## config.mk

```make
export PLATFORM = sky130hd
export DESIGN_NAME = pwm_submodule_channel
export DESIGN_NICKNAME = d
export VERILOG_FILES = /design/src/pwm_channel_pkg.sv /design/src/pwm_prescaler.sv /design/src/pwm_compare.sv /design/src/pwm_submodule_channel.sv
export SDC_FILE = /design/constraint.sdc
export NUM_CORES = 1
export LEC_CHECK = 0
export CORE_AREA = 2 2 106 108
export DETAILED_ROUTE_END_ITERATION = 7
export DIE_AREA = 0 0 108 110
export DONT_BUFFER_PORTS = 1
export PLACE_DENSITY = 0.74
export SETUP_SLACK_MARGIN = 0.02
export SKIP_CTS_REPAIR_TIMING = 1
export SLEW_MARGIN = 20
export SYNTH_ARGS = -nofsm -noshare
export SYNTH_HDL_FRONTEND = slang
export SYNTH_SLANG_ARGS = --single-unit
```

## constraint.sdc

```tcl
create_clock -name clk -period 1.9 [get_ports clk]
set_input_delay 0.095 -clock clk [delete_from_list [all_inputs] [get_ports clk]]
set_output_delay 0.095 -clock clk [all_outputs]
set_load 0.02 [all_outputs]
```

## src/pwm_channel_pkg.sv

```systemverilog
package pwm_channel_pkg;

  // register indices on the plain register port (word addresses)
  localparam logic [1:0] ADDR_STATUS_CONTROL = 2'h0;
  localparam logic [1:0] ADDR_PERIOD = 2'h1;
  localparam logic [1:0] ADDR_WIDTH = 2'h2;
  localparam logic [1:0] ADDR_COUNTER = 2'h3;

  // status/interrupt/control field positions
  localparam int BIT_FLAG = 15;
  localparam int BIT_PIN = 7;
  localparam int BIT_LOAD = 6;
  localparam int BIT_POL = 5;
  localparam int BIT_EN = 4;
  localparam int BIT_DIV3 = 3;
  localparam int POS_CLK = 0;
  localparam int POS_IRQ_LEVEL = 8;

  // values after reset
  localparam logic [15:0] COUNTER_START = 16'h0001;
  localparam logic [15:0] PERIOD_RESET = 16'h0000;
  localparam logic [15:0] WIDTH_RESET = 16'h0000;
  localparam logic [2:0] CLK_RESET = 3'h0;
  localparam logic [2:0] IRQ_LEVEL_RESET = 3'h0;

  // prescaler chain length: divide-by-256 stage plus the x2 tap for code 111
  localparam int PRESCALE_BITS = 9;

  // control fields travelling together
  typedef struct packed {
    logic enable;
    logic polarity;
    logic div3Select;
    logic [2:0] clockSelect;
    logic [2:0] irqLevel;
  } control_type;

endpackage

```

## src/pwm_prescaler.sv

```systemverilog
`timescale 1ns/1ps
// divide-by-2-or-3 first stage followed by a binary chain; one-cycle tick out
module pwm_prescaler
  import pwm_channel_pkg::*;
(
  input wire logic clk,
  input wire logic reset_n,
  input wire logic run,
  input wire logic div3Select,
  input wire logic [2:0] clockSelect,
  output logic tick
);

  logic [1:0] firstCount;
  logic firstTick;
  logic [PRESCALE_BITS-1:0] chain;
  logic [PRESCALE_BITS-1:0] next_chain;
  logic [3:0] tap;

  // first stage: f/2 or f/3, held in reset while stopped
  always_ff @(posedge clk or negedge reset_n) begin
    if (!reset_n) begin
      firstCount <= 2'h0;
    end else if (!run) begin
      firstCount <= 2'h0;
    end else if (firstTick) begin
      firstCount <= 2'h0;
    end else begin
      firstCount <= firstCount + 2'h1;
    end
  end

  assign firstTick = run && (firstCount == (div3Select ? 2'h2 : 2'h1));

  // binary chain advanced by first-stage ticks
  always_ff @(posedge clk or negedge reset_n) begin
    if (!reset_n) begin
      chain <= '0;
    end else if (!run) begin
      chain <= '0;
    end else if (firstTick) begin
      chain <= next_chain;
    end
  end

  assign next_chain = chain + PRESCALE_BITS'(1);

  // divisor tap choice
  // code 111 skips a stage: 2^8 rather than 2^7 first-stage ticks
  always_comb begin
    tap = (clockSelect == 3'h7) ? 4'h8 : {1'b0, clockSelect};
  end

  // tick when every chain bit below the tap is one, so the rate changes cleanly
  always_comb begin
    tick = firstTick;
    for (int i = 0; i < PRESCALE_BITS; i++) begin
      if (i < int'(tap) && !chain[i]) begin
        tick = 1'b0;
      end
    end
  end

endmodule

```

## src/pwm_compare.sv

```systemverilog
`timescale 1ns/1ps
// equality comparator, quiet while the channel is disabled
module pwm_compare #(
  parameter int WIDTH = 16
) (
  input wire logic active,
  input wire logic [WIDTH-1:0] counter,
  input wire logic [WIDTH-1:0] reference,
  output logic match
);

  assign match = active && (counter == reference);

endmodule

```

## src/pwm_submodule_channel.sv

```systemverilog
// Decided for this implementation: the placing of the registers and the plain strobed port.
`timescale 1ns/1ps
// Summary of operation
// - disabled: output flip-flop reset, pin at polarity level
// - enabled: pulse starts at period start, ends at variable edge; polarity inverts
// - disabled: prescaler held in reset, comparators inactive
// - disabled: counter stopped at one
// - disabled: buffers follow period and width registers continuously
// - enable rising: set output, release prescaler, count from one, set flag
// - enabled: waveform from buffers, refreshed at each period end
// - clock-rate field picks one of eight prescaler taps, changeable anytime
// - divisors 2..128 and 512, or 3..192 and 768 with div-3
// - enabled: period buffer loads at period end or on load bit
// - disabled: period write reaches buffer next cycle
// - enabled: width buffer loads at period end or on load bit
// - disabled: width write reaches buffer next cycle
// - period register changes only by software writes
// - width register changes only by software writes
// - counter register reads current count, writes ignored
// - counter one after reset and held at one while disabled
// - flag set per period; cleared by read-as-one then write zero
// - load bit reloads buffers, counter, flag, output; reads zero
// - nonzero interrupt level raises request when flag sets
// - pin status bit reflects the output pin, read-only
module pwm_submodule_channel
  import pwm_channel_pkg::*;
#(
  parameter int DATA_WIDTH = 16
) (
  input wire logic clk,
  input wire logic reset_n,
  input wire logic [1:0] address,
  input wire logic [15:0] writeData,
  input wire logic writeStrobe,
  input wire logic readStrobe,
  output logic [15:0] readData,
  output logic pwmOut,
  output logic [2:0] irqRequest
);

  control_type control;
  logic [DATA_WIDTH-1:0] periodRegister;
  logic [DATA_WIDTH-1:0] widthRegister;
  logic [DATA_WIDTH-1:0] periodBuffer;
  logic [DATA_WIDTH-1:0] widthBuffer;
  logic [DATA_WIDTH-1:0] counter;
  logic outputFlop;
  logic flag;
  logic flagSeenSet;
  logic enableDelayed;
  logic counterTick;
  logic periodMatch;
  logic widthMatch;
  logic enableRise;
  logic loadPulse;
  logic periodEnd;
  logic writeControl;
  logic [DATA_WIDTH-1:0] next_widthBuffer;

  assign writeControl = writeStrobe && (address == ADDR_STATUS_CONTROL);
  assign enableRise = control.enable && !enableDelayed;
  // a load written while disabled does nothing
  assign loadPulse = writeControl && writeData[BIT_LOAD] && control.enable;

  // prescaler reset
  // held through the enable-rise cycle too, so the first tick is a full divisor after count one
  pwm_prescaler u_prescaler (
    .clk(clk),
    .reset_n(reset_n),
    .run(control.enable && !enableRise),
    .div3Select(control.div3Select),
    .clockSelect(control.clockSelect),
    .tick(counterTick)
  );

  pwm_compare #(.WIDTH(DATA_WIDTH)) u_period_compare (
    .active(control.enable),
    .counter(counter),
    .reference(periodBuffer),
    .match(periodMatch)
  );

  pwm_compare #(.WIDTH(DATA_WIDTH)) u_width_compare (
    .active(control.enable),
    .counter(counter),
    .reference(widthBuffer),
    .match(widthMatch)
  );

  assign periodEnd = counterTick && periodMatch && !loadPulse;

  // control register fields; the load bit is a strobe, never stored
  always_ff @(posedge clk or negedge reset_n) begin
    if (!reset_n) begin
      control <= '{enable: 1'b0, polarity: 1'b0, div3Select: 1'b0,
                   clockSelect: CLK_RESET, irqLevel: IRQ_LEVEL_RESET};
    end else if (writeControl) begin
      control.enable <= writeData[BIT_EN];
      control.polarity <= writeData[BIT_POL];
      control.div3Select <= writeData[BIT_DIV3];
      control.clockSelect <= writeData[POS_CLK +: 3];
      control.irqLevel <= writeData[POS_IRQ_LEVEL +: 3];
    end
  end

  // edge detector for enable
  always_ff @(posedge clk or negedge reset_n) begin
    if (!reset_n) begin
      enableDelayed <= 1'b0;
    end else begin
      enableDelayed <= control.enable;
    end
  end

  always_ff @(posedge clk or negedge reset_n) begin
    if (!reset_n) begin
      periodRegister <= PERIOD_RESET;
    end else if (writeStrobe && address == ADDR_PERIOD) begin
      periodRegister <= writeData[DATA_WIDTH-1:0];
    end
  end

  always_ff @(posedge clk or negedge reset_n) begin
    if (!reset_n) begin
      widthRegister <= WIDTH_RESET;
    end else if (writeStrobe && address == ADDR_WIDTH) begin
      widthRegister <= writeData[DATA_WIDTH-1:0];
    end
  end

  // buffers follow while disabled; one cycle late, as a write lands
  always_ff @(posedge clk or negedge reset_n) begin
    if (!reset_n) begin
      periodBuffer <= PERIOD_RESET;
    end else if (!control.enable || loadPulse || periodEnd) begin
      periodBuffer <= periodRegister;
    end
  end

  always_ff @(posedge clk or negedge reset_n) begin
    if (!reset_n) begin
      widthBuffer <= WIDTH_RESET;
    end else if (!control.enable || loadPulse || periodEnd) begin
      widthBuffer <= widthRegister;
    end
  end

  assign next_widthBuffer = widthRegister;

  always_ff @(posedge clk or negedge reset_n) begin
    if (!reset_n) begin
      counter <= COUNTER_START;
    end else if (!control.enable || loadPulse || enableRise) begin
      counter <= COUNTER_START;
    end else if (counterTick) begin
      if (periodMatch) begin
        counter <= COUNTER_START;
      end else begin
        counter <= counter + DATA_WIDTH'(1);
      end
    end
  end

  // output flip-flop; width match yields to disable, enable rise, load and a new period
  always_ff @(posedge clk or negedge reset_n) begin
    if (!reset_n) begin
      outputFlop <= 1'b0;
    end else if (!control.enable) begin
      outputFlop <= 1'b0;
    end else if (enableRise) begin
      outputFlop <= 1'b1;
    end else if (loadPulse) begin
      outputFlop <= (next_widthBuffer != '0);
    end else if (periodEnd) begin
      outputFlop <= (widthRegister != '0);
    end else if (counterTick && widthMatch) begin
      outputFlop <= 1'b0;
    end
  end

  always_ff @(posedge clk or negedge reset_n) begin
    if (!reset_n) begin
      pwmOut <= 1'b0;
    end else if (!control.enable) begin
      pwmOut <= control.polarity;
    end else begin
      pwmOut <= outputFlop ^ control.polarity;
    end
  end

  // flag set wins over a clear
  // a clear only counts after a read that saw the flag set
  always_ff @(posedge clk or negedge reset_n) begin
    if (!reset_n) begin
      flag <= 1'b0;
      flagSeenSet <= 1'b0;
    end else if (!control.enable && !enableRise) begin
      flag <= 1'b0;
      flagSeenSet <= 1'b0;
    end else if (enableRise || loadPulse || periodEnd) begin
      flag <= 1'b1;
    end else begin
      if (readStrobe && address == ADDR_STATUS_CONTROL && flag) begin
        flagSeenSet <= 1'b1;
      end
      if (writeControl && !writeData[BIT_FLAG] && flagSeenSet) begin
        flag <= 1'b0;
        flagSeenSet <= 1'b0;
      end
    end
  end

  always_ff @(posedge clk or negedge reset_n) begin
    if (!reset_n) begin
      irqRequest <= 3'h0;
    end else begin
      irqRequest <= flag ? control.irqLevel : 3'h0;
    end
  end

  // register read path, data in the cycle after the strobe
  always_ff @(posedge clk or negedge reset_n) begin
    if (!reset_n) begin
      readData <= 16'h0000;
    end else if (readStrobe) begin
      unique case (address)
        ADDR_STATUS_CONTROL: begin
          readData <= {flag, 4'h0, control.irqLevel, pwmOut, 1'b0, control.polarity,
                       control.enable, control.div3Select, control.clockSelect};
        end
        ADDR_PERIOD: readData <= 16'(periodRegister);
        ADDR_WIDTH: readData <= 16'(widthRegister);
        ADDR_COUNTER: readData <= 16'(counter);
      endcase
    end else begin
      readData <= 16'h0000;
    end
  end
endmodule

```

==> results.json <==
{
  "antenna_found_initial": 0,
  "die-height_um": 110,
  "path_clk_slew_ps": 60,
  "violations": "hold timing, setup timing",
  "crit_fanout": 6,
  "synthTopCellsByCount": "dfrtp_1 (122), mux2_2 (48), mux2_4 (30), xnor2_1 (30), nand2_1 (25)",
  "drc": 0,
  "vias_per_cell": 5.88,
  "end_kind": "flip-flop",
  "synth_nets": 483,
  "ios": 42,
  "rows": 38,
  "final.min_clock_period_ps": 2170,
  "yosysMostFrequentCell": "dfrtp_1",
  "cp.required_ps": 2320,
  "yosysTopAreaCellShare_pct": 51.4,
  "synthTopCellsByArea": "dfrtp_1 (51%), mux2_2 (9.1%), mux2_4 (7.6%)",
  "die_w_um": 108,
  "syn_area_per_cell_um2": 12.9,
  "synth_edf_count": 0,
  "drv_cap": 0,
  "clock_skew_ps": 7.94,
  "crit_path_start_kind": "flip-flop",
  "slew_violations": 0,
  "slew_headroom_pct": 48.8,
  "syn_area_um2": 5940,
  "root_buffer": "clkbuf_8",
  "grt_pass1_wl_um": 22600,
  "clockBufferDepth": 2,
  "dp.cells": 637,
  "power.density_nw_per_um2": 1130,
  "p_leak_uw": 0.00326,
  "coreArea_um2": 10700,
  "synth-seq-cells": 123,
  "cts_tree": "built",
  "ys.warnings.count": 0,
  "layout_setup_ws_ps": -267,
  "post_dp_cell_area_um2": 6490,
  "port_buffers": 0,
  "num_antenna_cells": 0,
  "dieArea_um2": 11900,
  "grt_max_degree": 124,
  "grt.total_usage_pct": 26.1,
  "finalSetupViolCount": 50,
  "fmax_mhz": 462,
  "report.final.hold_viol_count": 126,
  "post-route-period-util_pct": 114,
  "ys_seq_area_share_pct": 51.9,
  "tightest_slew_ps": 765,
  "cts.sinks": 123,
  "clock_latency_ps": 540,
  "grt_pass1_vias": 4027,
  "synth_cell_types": 45,
  "area_growth_pct": 25.9,
  "rsz0062_at_grt": "true",
  "synth_cells": 459,
  "wirelength_um": 14700,
  "critical_path_class": "reg -> reg",
  "fin_cells": 695,
  "worst_hold_slack_ps": -736,
  "outcome": "finished, violations left",
  "cp.arrival_ps": 2590,
  "peakVddDrop_mv": 0.822,
  "cts_max_level": 4,
  "start_util_pct": 55.5,
  "wl_per_cell_um": 21.1,
  "setup-tns-final_ps": -10110,
  "yosys_most_used_dff": "dfrtp_1",
  "fill_cells": 675,
  "dp_hpwl_um": 9360,
  "vias": 4090,
  "drive_above_1_share_pct": 39.1,
  "overflow": 0,
  "finalNetCount": 566,
  "place_congestion": 0.906,
  "synthArstFlopShare_pct": 100,
  "initialDrtViolationCount": 375,
  "yosysTopAreaCell": "dfrtp_1",
  "antenna_left": 0,
  "final_area_um2": 7480,
  "hp-class": "in -> async",
  "drt-pass1-iter-count": 5,
  "cts_buffers": 17
}
path summary, 6_finish.rpt:
kind,startpoint,end,slack (ps),cells past startpoint
worst max register to register,u_prescaler.firstCount[1]$_DFF_PN0_,counter[10]$_DFFE_PN0P_,-270,8
min in group clk,writeData[6],outputFlop$_DFFE_PN0P_,-40,4
worst min register to register,control[2]$_DFFE_PN0P_,irqRequest[2]$_DFF_PN0_,530,1
worst max-delay path,u_prescaler.firstCount[1]$_DFF_PN0_,counter[10]$_DFFE_PN0P_,-270,8
worst min-delay path,reset_n,readData[5]$_DFF_PN0_,-740,0
max in group asynchronous,reset_n,periodBuffer[9]$_DFFE_PN0P_,2380,0
per-layer routing:
| layer | routed length [µm] | share of wire [%] | GRT usage [%] | vias up |
|---|---|---|---|---|
| met4 | 439 | 3.0 | 9.62 | 0 |
| met1 | 6300 | 43 | 36.3 | 2084 |
| met5 | 0 | 0 | 0 | - |
| li1 | - | - | - | 1811 |
| met3 | 959 | 6.5 | 7.29 | 37 |
| met2 | 6950 | 47 | 39.4 | 158 |
flip-flops by register name, indices dropped and copies added, names as in the netlist, 8 cells and up:
name               count
periodRegister        16
control                9
readData              16
u_prescaler.chain      8
periodBuffer          16
next_widthBuffer      16
widthBuffer           16
counter               16
logic make-up (layout without fill, tap and decap cells):
family / Yosys count / in the layout / synth area share [%]
DFF: 123 / 123 / 51.9
buffers and inverters: 29 / 125 / 2.63
AOI/OAI and AO/OA: 32 / 32 / 4.15
adders and majority gates: 2 / 2 / 0.421
and+or+nand+nor: 133 / 133 / 12.5
xor gates and xnor gates: 51 / 51 / 7.52
muxes: 89 / 89 / 20.9
critical path: stages, from the launching register on:
cell and delay (ps):
dfrtp_1 380, or3b_4 420, a221oi_4 310, nand4_4 160, buf_6 170, buf_4 150
nor3_2 250, xnor2_1 160, nor2_1 70
power breakdown:
| part | switching [µW] | internal (µW) | total, µW |
|---|---|---|---|
| combinational | 584 | 994 | 1580 |
| clock | 1110 | 2160 | 3270 |
| sequential | 509 | 3110 | 3620 |
metrics by stage:
stage	total power, µW	worst slack [ps]	utilization (%)
finish	8470	-267	69.9
global route	8810	-348	69.9
CTS	8430	-240	66.4
detailed placement	5110	-226	60.7
global placement	5060	-170	60.7
floorplan	4610	-169	-
cells in the final DEF, fill, tap and decap left out, types with 2 or more instances in the layout:
master           n
a2bb2oi_1        2
nor4_2           3
a22o_1           2
o211ai_1         4
bufinv_16        3
and4_4           2
a21oi_1          4
buf_4           65
nor2b_1          9
a21boi_0         2
nor3b_2          2
buf_12           4
clkbuf_1         3
ha_1             2
mux2_2          48
or4_4            2
xnor2_1         30
and2_1          14
buf_6            4
nand3_1         12
mux4_2          11
mux2_4          30
and3_1           2
clkinv_2         4
dfrtp_1        122
clkbuf_8         6
nand4_1         10
a31oi_1          2
nor2_1          22
a22oi_1          5
nand3b_1         3
xor2_1          21
dlygate4sd3_1   19
nand2_1         24
nor4_1           8
o21ai_0          2
nor3_1           5
nor3_2           2
clkbuf_16       16
area by class of cell:
class	instances	area, µm²	share of cell area (%)
clock buffers	25	494	6.61
clock inverters	7	110	1.47
inverters	1	3.75	0.0502
multi-input cells	307	2810	37.6
flip-flops and latches	123	3080	41.2
well taps	140	175	2.34
repair buffers	92	803	10.7
(Power assumes the default switching activity.)
